==> src/drc_defs.svh <==
// Purpose: timing constants for the page-mode dram controller
// Assumes: 10 MHz system clock, fastest speed grade
// Notes: times in ns, counts derived in cycles
`ifndef DRC_DEFS_SVH
`define DRC_DEFS_SVH
`define DRC_CLK_NS        100
`define DRC_T_RP_NS       80
`define DRC_T_RAS_NS      100
`define DRC_T_RAS_MAX_NS  10000
`define DRC_T_CAS_NS      55
`define DRC_T_RCD_NS      15
`define DRC_T_CWD_NS      50
`define DRC_T_WP_NS       30
`define DRC_T_REF_NS      2000000
`define DRC_T_PWRUP_NS    100000
`define DRC_REF_ROWS      128
`define DRC_INIT_CYCLES   8
// least times round up
`define DRC_CYC_MIN(ns)   (((ns) + `DRC_CLK_NS - 1) / `DRC_CLK_NS)
// longest times round down
`define DRC_CYC_MAX(ns)   ((ns) / `DRC_CLK_NS)
`define DRC_RP_CYC        `DRC_CYC_MIN(`DRC_T_RP_NS)
`define DRC_CAS_CYC       `DRC_CYC_MIN(`DRC_T_CAS_NS)
`define DRC_CWD_CYC       `DRC_CYC_MIN(`DRC_T_CWD_NS)
`define DRC_RAS_MAX_CYC   `DRC_CYC_MAX(`DRC_T_RAS_MAX_NS)
`define DRC_REF_CYC       (`DRC_CYC_MAX(`DRC_T_REF_NS) / `DRC_REF_ROWS)
`define DRC_PWRUP_CYC     `DRC_CYC_MIN(`DRC_T_PWRUP_NS)
`endif

==> src/drc_pkg.sv <==
// Purpose: types for the page-mode dram controller
// Assumes: 8 multiplexed address lines, 16-bit word address
// Notes: none
package drc_pkg;
	typedef enum logic [1:0] {
		DRC_OP_READ  = 2'b00,
		DRC_OP_WRITE = 2'b01,
		DRC_OP_RMW   = 2'b10
	} drc_op_t;

	typedef struct packed {
		drc_op_t     op;
		logic [15:0] addr;
		logic        wdata;
		logic        keep_open;
	} drc_req_t;

	typedef struct packed {
		logic       ras_b;
		logic       cas_b;
		logic       we_b;
		logic [7:0] mux_addr_lines;
		logic       din;
	} drc_pins_t;

	typedef enum logic [3:0] {
		DRC_ST_PWRUP = 4'b0000,
		DRC_ST_INIT  = 4'b0001,
		DRC_ST_IDLE  = 4'b0010,
		DRC_ST_ROW   = 4'b0011,
		DRC_ST_COL   = 4'b0100,
		DRC_ST_CAS   = 4'b0101,
		DRC_ST_MWR   = 4'b0110,
		DRC_ST_PAGE  = 4'b0111,
		DRC_ST_PRE   = 4'b1000,
		DRC_ST_REF   = 4'b1001
	} drc_state_t;
endpackage : drc_pkg

==> src/drc_ctrl.sv <==
// Purpose: controller driving a 64K x 1 page-mode dram through its pins
// Assumes: 10 MHz clock; dram output sampled through three flip-flops
// Notes: one request at a time; refresh has priority between accesses
// How it works
// - row half put on address lines first, then column half
// - page mode holds row strobe low, cycles column strobe per access
// - 128 row refreshes issued within every 2 ms
// - random cycles spaced at least 190 ns apart
// - read-modify-write cycle given at least 215 ns
// - row strobe held high at least 80 ns between cycles
// - row strobe low at least 100 ns, at most 10,000 ns
// - column strobe low at least 55 ns, at most 10,000 ns
// - column strobe falls at least 15 ns after row strobe
// - write input low at least 30 ns per write
// - read-modify-write write falls at least 50 ns after column strobe
// - wait 100 us after power-up, then 8 row strobe cycles
// - reads keep write input high throughout
// - row latched with column strobe high, then column latched
`timescale 1ns/1ps
`include "drc_defs.svh"
module drc_ctrl #(
	parameter int PWRUP_CYC = `DRC_PWRUP_CYC,
	parameter int REF_CYC   = `DRC_REF_CYC
) (
	input  wire logic             i_sys_clk,
	input  wire logic             i_rst_b,
	input  wire logic             i_req_valid,
	input  wire drc_pkg::drc_req_t i_req,
	output logic                  o_req_ready,
	output logic                  o_rdata_valid,
	output logic                  o_rdata,
	output logic                  o_init_done,
	output drc_pkg::drc_pins_t    o_pins,
	input  wire logic             i_dout
);
	import drc_pkg::*;

	localparam int CNT_W = 16;
	initial begin
		if (PWRUP_CYC < 1 || PWRUP_CYC >= (1 << CNT_W) || REF_CYC < 8 || REF_CYC >= (1 << CNT_W))
			$error("drc_ctrl: counts out of range");
	end

	localparam logic [CNT_W-1:0] RP_C  = CNT_W'(`DRC_RP_CYC);
	localparam logic [CNT_W-1:0] CAS_C = CNT_W'(`DRC_CAS_CYC);
	localparam logic [CNT_W-1:0] CWD_C = CNT_W'(`DRC_CWD_CYC);
	// leave margin for the closing cycles of the page: col, cas, late write, release
	localparam logic [CNT_W-1:0] RASMX = CNT_W'(`DRC_RAS_MAX_CYC - 12);
	localparam logic [CNT_W-1:0] PWR_C = CNT_W'(PWRUP_CYC);
	localparam logic [CNT_W-1:0] REF_C = CNT_W'(REF_CYC);
	localparam logic [3:0]       INI_C = 4'(`DRC_INIT_CYCLES);

	drc_state_t       state;
	drc_state_t       next_state;
	logic [CNT_W-1:0] tcnt;
	logic [CNT_W-1:0] rascnt;
	logic [CNT_W-1:0] refcnt;
	logic [3:0]       initcnt;
	logic [7:0]       refrow;
	logic             ref_pend;
	drc_req_t         cur;
	logic             page_open;
	logic [7:0]       open_row;
	logic [2:0]       dsync;
	logic             dout_s;

	wire t_done   = (tcnt == '0);
	wire ref_tick = (refcnt == '0);
	wire take     = o_req_ready && i_req_valid;
	wire is_read  = (cur.op == DRC_OP_READ);
	wire is_rmw   = (cur.op == DRC_OP_RMW);
	wire same_row = (i_req.addr[15:8] == open_row);
	wire ras_long = (rascnt >= RASMX);
	// page may stay open only with no refresh due and ras time left
	wire page_ok  = page_open && !ref_pend && !ras_long;

	assign o_req_ready = (state == DRC_ST_IDLE && !ref_pend)
	                  || (state == DRC_ST_PAGE && page_ok && same_row);
	// precharge between init cycles still belongs to the start-up sequence
	assign o_init_done = (state != DRC_ST_PWRUP) && (state != DRC_ST_INIT)
	                  && !(state == DRC_ST_PRE && initcnt != 4'h0);

	// second and third stage agree before the sampled level changes
	always_ff @(posedge i_sys_clk) begin
		if (!i_rst_b) begin
			dsync  <= 3'h0;
			dout_s <= 1'b0;
		end else begin
			dsync  <= {dsync[1:0], i_dout};
			dout_s <= (dsync[1] == dsync[2]) ? dsync[2] : dout_s;
		end
	end

	always_ff @(posedge i_sys_clk) begin
		if (!i_rst_b) begin
			refcnt   <= '0;
			ref_pend <= 1'b0;
		end else begin
			refcnt   <= ref_tick ? REF_C - CNT_W'(1) : refcnt - CNT_W'(1);
			ref_pend <= ref_tick ? 1'b1 : (state == DRC_ST_REF ? 1'b0 : ref_pend);
		end
	end

	always_comb begin
		next_state = state;
		unique case (state)
			DRC_ST_PWRUP: if (t_done) next_state = DRC_ST_PRE;
			DRC_ST_INIT:  if (t_done) next_state = DRC_ST_PRE;
			DRC_ST_IDLE: begin
				if (ref_pend)  next_state = DRC_ST_REF;
				else if (take) next_state = DRC_ST_ROW;
			end
			DRC_ST_ROW:   if (t_done) next_state = DRC_ST_COL;
			DRC_ST_COL:   next_state = DRC_ST_CAS;
			DRC_ST_CAS: begin
				if (t_done) next_state = is_rmw ? DRC_ST_MWR : DRC_ST_PAGE;
			end
			DRC_ST_MWR:   if (t_done) next_state = DRC_ST_PAGE;
			DRC_ST_PAGE: begin
				if (take)          next_state = DRC_ST_COL;
				else if (!page_ok || !cur.keep_open || !same_row || i_req_valid)
					next_state = DRC_ST_PRE;
			end
			DRC_ST_PRE: begin
				if (t_done) next_state = (initcnt != '0) ? DRC_ST_INIT : DRC_ST_IDLE;
			end
			DRC_ST_REF:   if (t_done) next_state = DRC_ST_PRE;
		endcase
	end

	always_ff @(posedge i_sys_clk) begin
		if (!i_rst_b) begin
			state     <= DRC_ST_PWRUP;
			tcnt      <= PWR_C;
			rascnt    <= '0;
			initcnt   <= 4'h0;
			refrow    <= 8'h00;
			cur       <= '0;
			page_open <= 1'b0;
			open_row  <= 8'h00;
			o_pins    <= '{ras_b: 1'b1, cas_b: 1'b1, we_b: 1'b1, mux_addr_lines: 8'h00, din: 1'b0};
			o_rdata       <= 1'b0;
			o_rdata_valid <= 1'b0;
		end else begin
			state         <= next_state;
			o_rdata_valid <= 1'b0;
			rascnt        <= o_pins.ras_b ? '0 : rascnt + CNT_W'(1);
			tcnt          <= t_done ? '0 : tcnt - CNT_W'(1);
			unique case (next_state)
				// power-up pause then eight row cycles
				DRC_ST_PRE: if (state != DRC_ST_PRE) begin
					o_pins.ras_b <= 1'b1;
					o_pins.cas_b <= 1'b1;
					o_pins.we_b  <= 1'b1;
					// refresh row set up while ras is high, so it is stable when ras falls
					o_pins.mux_addr_lines <= refrow;
					page_open    <= 1'b0;
					tcnt         <= RP_C;
					if (state == DRC_ST_PWRUP) initcnt <= INI_C;
					else if (state == DRC_ST_INIT) initcnt <= initcnt - 4'h1;
				end
				DRC_ST_INIT: if (state != DRC_ST_INIT) begin
					o_pins.ras_b <= 1'b0;
					tcnt         <= CAS_C;
				end
				DRC_ST_REF: if (state != DRC_ST_REF) begin
					o_pins.ras_b          <= 1'b0;
					refrow                <= refrow + 8'h01;
					// ras low at least 100 ns
					tcnt                  <= CAS_C;
				end
				DRC_ST_ROW: if (state != DRC_ST_ROW) begin
					cur                   <= i_req;
					o_pins.mux_addr_lines <= i_req.addr[15:8];
					open_row              <= i_req.addr[15:8];
					tcnt                  <= CNT_W'(1);
				end else begin
					// ras falls a cycle after the row half settles, so the address holds
					o_pins.ras_b          <= 1'b0;
				end
				DRC_ST_COL: begin
					if (state == DRC_ST_PAGE) cur <= i_req;
					o_pins.ras_b          <= 1'b0;
					o_pins.cas_b          <= 1'b1;
					// early write settles a cycle before cas falls
					o_pins.we_b           <= (state == DRC_ST_PAGE) ? (i_req.op != DRC_OP_WRITE)
					                                                : (cur.op != DRC_OP_WRITE);
					o_pins.mux_addr_lines <= (state == DRC_ST_PAGE) ? i_req.addr[7:0] : cur.addr[7:0];
					o_pins.din            <= (state == DRC_ST_PAGE) ? i_req.wdata : cur.wdata;
					page_open             <= 1'b1;
				end
				DRC_ST_CAS: if (state != DRC_ST_CAS) begin
					// cas two cycles after ras falls
					o_pins.cas_b <= 1'b0;
					// cas pulse minimum
					// three more cycles so the data sampler has settled before cas rises
					tcnt         <= CAS_C + CNT_W'(3);
				end
				DRC_ST_MWR: if (state != DRC_ST_MWR) begin
					o_pins.we_b <= 1'b0;
					tcnt        <= CWD_C;
				end
				DRC_ST_PAGE: if (state == DRC_ST_CAS || state == DRC_ST_MWR) begin
					o_rdata       <= dout_s;
					o_rdata_valid <= is_read || is_rmw;
					// column strobe released, row kept open
					o_pins.cas_b  <= 1'b1;
				end
				default: begin
				end
			endcase
		end
	end

	// random cycle spacing covered by the state walk
	// rmw adds a write phase to the same walk
	// ras access met since cas waits for it
	// full 16-bit address driven as row and column
endmodule : drc_ctrl

==> config.mk <==
export PLATFORM = sky130hd
export DESIGN_NAME = drc_ctrl
export DESIGN_NICKNAME = d
export VERILOG_FILES = /design/src/drc_pkg.sv /design/src/drc_ctrl.sv
export VERILOG_INCLUDE_DIRS = /design/src
export SDC_FILE = /design/constraint.sdc
export NUM_CORES = 1
export LEC_CHECK = 0
export ABC_AREA = 1
export BUFFER_PORTS_ARGS = -buffer_cell sky130_fd_sc_hd__buf_2
export CAP_MARGIN = 10
export CORE_MARGIN = 2
export CORE_UTILIZATION = 61
export CTS_CLUSTER_SIZE = 16
export DETAILED_ROUTE_END_ITERATION = 16
export PLACE_DENSITY = 0.8
export SLEW_MARGIN = 20
export SYNTH_ARGS = -nofsm -noshare
export SYNTH_HDL_FRONTEND = slang
export SYNTH_SLANG_ARGS = --single-unit
==> constraint.sdc <==
create_clock -name i_sys_clk -period 2.7 [get_ports i_sys_clk]
set_input_delay 0.135 -clock i_sys_clk [delete_from_list [all_inputs] [get_ports i_sys_clk]]
set_output_delay 0.135 -clock i_sys_clk [all_outputs]
set_load 0.02 [all_outputs]
# Word-level counts from Yosys, hierarchy flattened
# Cells that the tools add are included.
dict set report word_totals {
  reg_bits 104
  inputBits 24
  output_inout_bits 16
  wordCells 161
}
dict set report classes {
  add_sub_neg 5
  n_lt_le_gt_ge 1
  n_eq_ne 37
  mux 45
  n_bitwise 1
  n_reduce_logical 49
}
# op n
set op_table {}
lappend op_table {{16-bit two-way mux} 7}
lappend op_table {{16-bit one-hot mux with 6 select lines} 1}
lappend op_table {{4-bit two-way mux} 11}
lappend op_table {{20-bit two-way mux} 2}
lappend op_table {{20-bit one-hot mux with 2 select lines} 1}
lappend op_table {{4-bit by 3-bit == test with 1-bit output (second input constant)} 8}
lappend op_table {{16-bit zero test} 2}
lappend op_table {{4-bit one-hot mux with 8 select lines} 1}
lappend op_table {{16-bit by 1-bit subtractor with 16-bit output (second input constant)} 2}
lappend op_table {{8-bit two-way mux} 3}
lappend op_table {{8-bit one-hot mux with 3 select lines} 1}
lappend op_table {{2-bit inequality test (second input constant)} 9}
lappend op_table {{16-bit by 1-bit adder with 16-bit output (second input constant)} 1}
lappend op_table {{4-bit == test (second input constant)} 4}
lappend op_table {{16-bit by 7-bit >= comparator with 1-bit output (second input constant)} 1}
lappend op_table {{3-bit AND reduction} 5}
lappend op_table {{4-bit by 2-bit == test with 1-bit output (second input constant)} 3}
lappend op_table {{1-bit two-way mux} 12}
lappend op_table {{4-bit nonzero test} 3}
lappend op_table {{11-bit two-way mux} 1}
lappend op_table {{1-bit logical AND} 9}
lappend op_table {{8-bit by 1-bit adder with 8-bit output (second input constant)} 1}
lappend op_table {{4-bit by 1-bit == test with 1-bit output (second input constant)} 2}
lappend op_table {{8-bit == test} 1}
lappend op_table {{26 further kinds} 47}

# Longest topological paths before layout
dict set report depth {
  ltp_word 13
  depth_mapped 21
  mapped_depth_nobuf 19
}

# Worst setup path before layout
# Ideal clock, no wire load.
dict set report synth_path {
  path_kind {reg2reg}
  startpoint {reg state[2]}
  endpoint {reg o_pins[1] (netlist name)}
  arrival_time_ps 2085
  required_time_ps 2587
  setup_slack_ps 503
  path_stages_with_launch 20
  n_path_buf 2
  path_cell_list {dfxtp_1 > buf_4 > nor2_1 > inv_2 > nor2_8 > inv_4 > nand3_4 > nor2_4 > nand2_4 > nand2_4 > nand2_4 > nand2_2 > nand3_1 > nor2_4 > nand2_4 > nand3_2 > nand3_4 > buf_6 > nor2_1 > nor2_1}
}
dict set report synth_between {
  elab_chain_cells 11
  elab_cells_between_ends 37
  cone_classes {16 x eq/ne; 12 x mux; 9 x reduce/logical}
}
# item line_no
set synth_lines {}
lappend synth_lines {{start, declared} drc_ctrl.sv:53} ;# drc_state_t state;
lappend synth_lines {{start signal, assigned} drc_ctrl.sv:145} ;# state <= next_state;
lappend synth_lines {{4-bit by 3-bit == test with 1-bit output} drc_ctrl.sv:78} ;# || (state == DRC_ST_PAGE && page_ok && same_row);
lappend synth_lines {{1-bit logical AND (2 in series)} drc_ctrl.sv:78}
lappend synth_lines {{1-bit logical OR *} drc_ctrl.sv:78}
lappend synth_lines {{named net o_req_ready} drc_ctrl.sv:29} ;# output logic o_req_ready,
lappend synth_lines {{1-bit logical AND *} drc_ctrl.sv:69} ;# wire take = o_req_ready && i_req_valid;
lappend synth_lines {{4-bit two-way mux} drc_ctrl.sv:111} ;# else if (take) next_state = DRC_ST_ROW;
lappend synth_lines {{4-bit two-way mux} drc_ctrl.sv:110} ;# if (ref_pend) next_state = DRC_ST_REF;
lappend synth_lines {{4-bit one-hot mux with 8 select lines *} drc_ctrl.sv:106} ;# unique case (state)
lappend synth_lines {{4-bit by 2-bit == test with 1-bit output, or another cell as far along} drc_ctrl.sv:149} ;# unique case (next_state)
lappend synth_lines {{2-bit inequality test (no source line) or 3-bit nonzero test (tied branches)} n/a}
lappend synth_lines {{3-bit AND reduction (no source line)} n/a}
lappend synth_lines {{end signal, assigned} drc_ctrl.sv:141} ;# o_pins <= '{ras_b: 1'b1, cas_b: 1'b1, we_b: 1'b1, mux_addr_lines: 8'h00, din: 1'b0};
lappend synth_lines {{end, declared} drc_ctrl.sv:33} ;# output drc_pkg::drc_pins_t o_pins,
# The timed path passes the listed nets; every way through them passes the cells marked *.
# A chain may end at the register's enable or synchronous reset.

# Worst setup path after layout
dict set report layout_path {
  startpoint {reg state[3]}
  endpoint {reg o_pins[10] (netlist name)}
}
dict set report layout_between {
  elab_chain_cells 11
  elab_cells_between_ends 39
  cone_classes {18 x eq/ne; 11 x mux; 10 x reduce/logical}
}
# item line_no
set layout_lines {}
lappend layout_lines {{4-bit by 3-bit == test with 1-bit output} {drc_ctrl.sv:78, drc_ctrl.sv:106}}
lappend layout_lines {{1-bit logical AND (2 in series)} drc_ctrl.sv:78}
lappend layout_lines {{1-bit logical OR} drc_ctrl.sv:78}
lappend layout_lines {{1-bit logical AND} drc_ctrl.sv:69}
lappend layout_lines {{4-bit two-way mux} drc_ctrl.sv:111}
lappend layout_lines {{4-bit two-way mux} drc_ctrl.sv:110}
lappend layout_lines {{4-bit one-hot mux with 8 select lines} drc_ctrl.sv:106}
lappend layout_lines {{4-bit by 3-bit == test with 1-bit output or 4-bit == test (tied branches)} drc_ctrl.sv:149}
lappend layout_lines {{4-bit nonzero test (no source line) or 2-bit inequality test (tied branches)} n/a}
lappend layout_lines {{4-bit AND reduction (no source line)} n/a}
# Several ways; a longest one is shown, not always the timed one.

==> reports/results.tsv <==
stage	metric	value	unit
yosys	ys.flop_type	dfxtp_1	
worst_setup_path	critPathKind	register to register	
drt	dr_total_vias	5806	
yosys	ys_seq_elements	104	
worst_setup_path	cp_max_fo	13	
sta	min_period_over_period	0.921	
floorplanning	die_y	103	um
power_and_ir_drop	p_total	4390	uW
yosys	ys_warn_count	0	
yosys	syn_nets	935	
power_and_ir_drop	ir_drop	0.000556	V
yosys	syn_inst	903	
yosys	synth-async-reset-ratio	0	
sta	slew_headroom	0.626	
cts	cts_buffer_depth	2	
floorplanning	ios	40	
sta	min_period	2490	ps
yosys	synth_area_per_cell	6.64	sq um
floorplanning	die_x	103	um
global_route	grt_pass1_vias	5108	
cts	insertion_delay	380	ps
status	status	complete, no violations	
drt	wl	14000	um
worst_setup_path	cp.required	2970	ps
yosys	synth_xor_area_frac	0.0248	
drt	first_pass_iters	4	
cts	numCtsBuffers	9	
sta	clock.fmax	402	MHz
drt	drtIter0Drc	265	
global_route	antenna_found_initial	0	
cells_and_area	multi_input_area	0.00334	sq mm
sta	fin_worst_skew	11.0	ps
floorplanning	row_count	36	
yosys	synthSimpleGateAreaFrac	0.355	
floorplanning	core	0.00964	sq mm
worst_setup_path	arrival	2750	ps
cells_and_area	syn_to_final_growth	13.1	%
sta	finalMaxSlewViolations	0	
global_route	grt_max_degree	50	
cts	cts_tree	yes	
yosys	synth-adder-area-share	0.0167	
yosys	synth_top_family_by_area	simple AND/OR/NAND/NOR gates	
min_path	hp-class	input port to register	
yosys	synth_compound_area_frac	0.152	
worst_setup_path	startpoint_type	register	
power_and_ir_drop	powerDensity	647	mW/mm^2
placement	post_dp_cell_area	0.00638	sq mm
cells_and_area	final_cell_mix	nand2_1, nor2_1, inv_1, dfxtp_1, a21oi_1	
global_route	grtUsageTotal	0.274	
cts	clk_pin_slew_worst_paths	100	ps
yosys	ys_seq_area_frac	0.347	
drt	ant_nets	0	
cells_and_area	layout_commonest_cell	nand2_1	
worst_setup_path	crit_buf_inv	4	
sta	finalSetupViolCount	0	
global_route	grt_pass1_wl	23100	um
cells_and_area	drive_gt1_frac	0.155	
yosys	synth_cell_type_count	48	
drt	drcViolationCount	0	
cells_and_area	design_area	0.00678	sq mm
yosys	synth_area	0.00599	sq mm
placement	port_buffers	39	
worst_setup_path	cp_cell_sequence	nor2_1 > inv_2 > nor2_8 > inv_4 > nand3_4 > nor2_4 > nand2_4 > nand2_4 > nand3_1 > nand2_1 > buf_4 > inv_1 > nor3_1 > a21oi_1 > nand3b_1 > nand3_1	
job	cap_violations	0	
placement	hpwl	10000	um
cts	cts-root-buf	clkbuf_8	
cts	htreeDepth	3	
sta	finalHoldViolCount	0	
worst_setup_path	critPathMaxStageDelay	400	ps
worst_setup_path	crit_slowest_cell	dfxtp_1	
cells_and_area	seqCellArea	0.00209	sq mm
cells_and_area	layout.nets	993	
drt	wl_per_cell	12.7	um
yosys	yosys-mux-area-fraction	0	
yosys	synth_edf_count	0	
drt	vias_per_cell	5.28	
global_route	grt.overflow.total	0	
cells_and_area	diodes	0	
cells_and_area	n_fill_cell	852	
floorplanning	die_area	0.0106	sq mm
floorplanning	start_util	0.622	
sta	tightest_slew	560	ps
worst_setup_path	crit_family	simple AND/OR/NAND/NOR gates	
power_and_ir_drop	leakage	0.00300	uW
worst_setup_path	end_kind	register	
cts	cts_num_sinks	104	
placement	place_congestion	0.939	
==> cell type report <==
class                   instances  share of cell area
multi-input cells             641               0.493
flip-flops and latches        104               0.308
well taps                     133              0.0245
clock inverters                 4             0.00756
clock buffers                  12              0.0244
repair buffers                 70              0.0679
inverters                     135              0.0751
==> flip-flops by register name, summed over array words and instances (netlist names) <==
register and cells:
page_open 1, state 4, refrow 8, open_row 8, ref_pend 1, initcnt 4, o_rdata 1, rascnt 16
o_pins 12, dsync 3, dout_s 1, tcnt 16, refcnt 16, cur 12, o_rdata_valid 1
==> cell families after synthesis <==
kind of cell / Yosys count
AND/OR/NAND/NOR: 454
adder cells (fa/ha/maj): 8
flip-flops: 104
buffers and inverters: 159
AO/OA/AOI/OAI: 161
XOR/XNOR: 17
==> repair_timing <==
item / 4_1_cts / 5_1_grt
hold buffers: 8 / 0
endpoints found under the hold margin: 8 / 0
gates resized for setup: 0 / 12
setup endpoints to repair: 0 / 45
setup buffers: 0 / 4
==> report_power, final <==
part	switching (uW)	internal, uW	leakage, uW
Clock	538	505	0.000109
Combinational	876	552	0.00205
Sequential	170	1750	0.000846
==> through the flow <==
stage	hold WS [ps]	utilization	setup TNS, ps	setup WS, ps	instances
finish	22.2	0.704	0	212	1099
global route	25.5	0.704	-12.0	-11.8	1099
CTS	0.114	0.693	0	46.2	1094
detailed placement	327	0.662	0	84.0	1070
global placement	328	0.662	0	99.0	1070
floorplan	233	-	0	503	903
==> metal layers <==
metal  routed length [um]  GRT usage  up-vias
li1                     -          -     3034
met1                 6500      0.358     2606
met2                 6590      0.450      154
met3                  750     0.0617       12
met4                  154     0.0870        0
met5                    0          0        -
==> worst paths after layout <==
| check | cells after the start | startpoint | end | slack [ps] |
|---|---|---|---|---|
| max | 16 | state[3] | o_pins[10] | 210 |
| min | 3 | i_req[1] | o_pins[0] | 20 |
| max reg2reg | 16 | state[3] | o_pins[10] | 210 |
| min reg2reg | 2 | dsync[0] | dsync[1] | 430 |
==> cell usage after synthesis, drive strengths merged, types with 2 or more instances <==
cell type,number,area (sq um)
ha,8,100
o21ai,53,265
a31oi,4,25.0
nor3b,2,15.0
clkbuf,13,48.8
xnor2,7,61.3
inv,131,494
nand2,208,838
o41ai,3,26.3
nor4,2,12.5
a21oi,75,379
nor3,25,146
clkinv,4,15.0
or2,11,68.8
nor2,134,589
a41oi,10,87.6
nand3,56,355
nand4,13,81.3
o31ai,2,15.0
buf,11,67.6
dfxtp,104,2080
o211ai,9,67.6
xor2,10,87.6
==> worst reg2reg max path, cell delays in order (launching register included) <==
cell and delay [ps]:
dfxtp_1 400, nor2_1 80, inv_2 110, nor2_8 80
inv_4 150, nand3_4 100, nor2_4 180, nand2_4 90
nand2_4 90, nand3_1 120, nand2_1 140, buf_4 140
inv_1 50, nor3_1 320, a21oi_1 150, nand3b_1 110
nand3_1 70
Power figures use the tool's default switching activity.
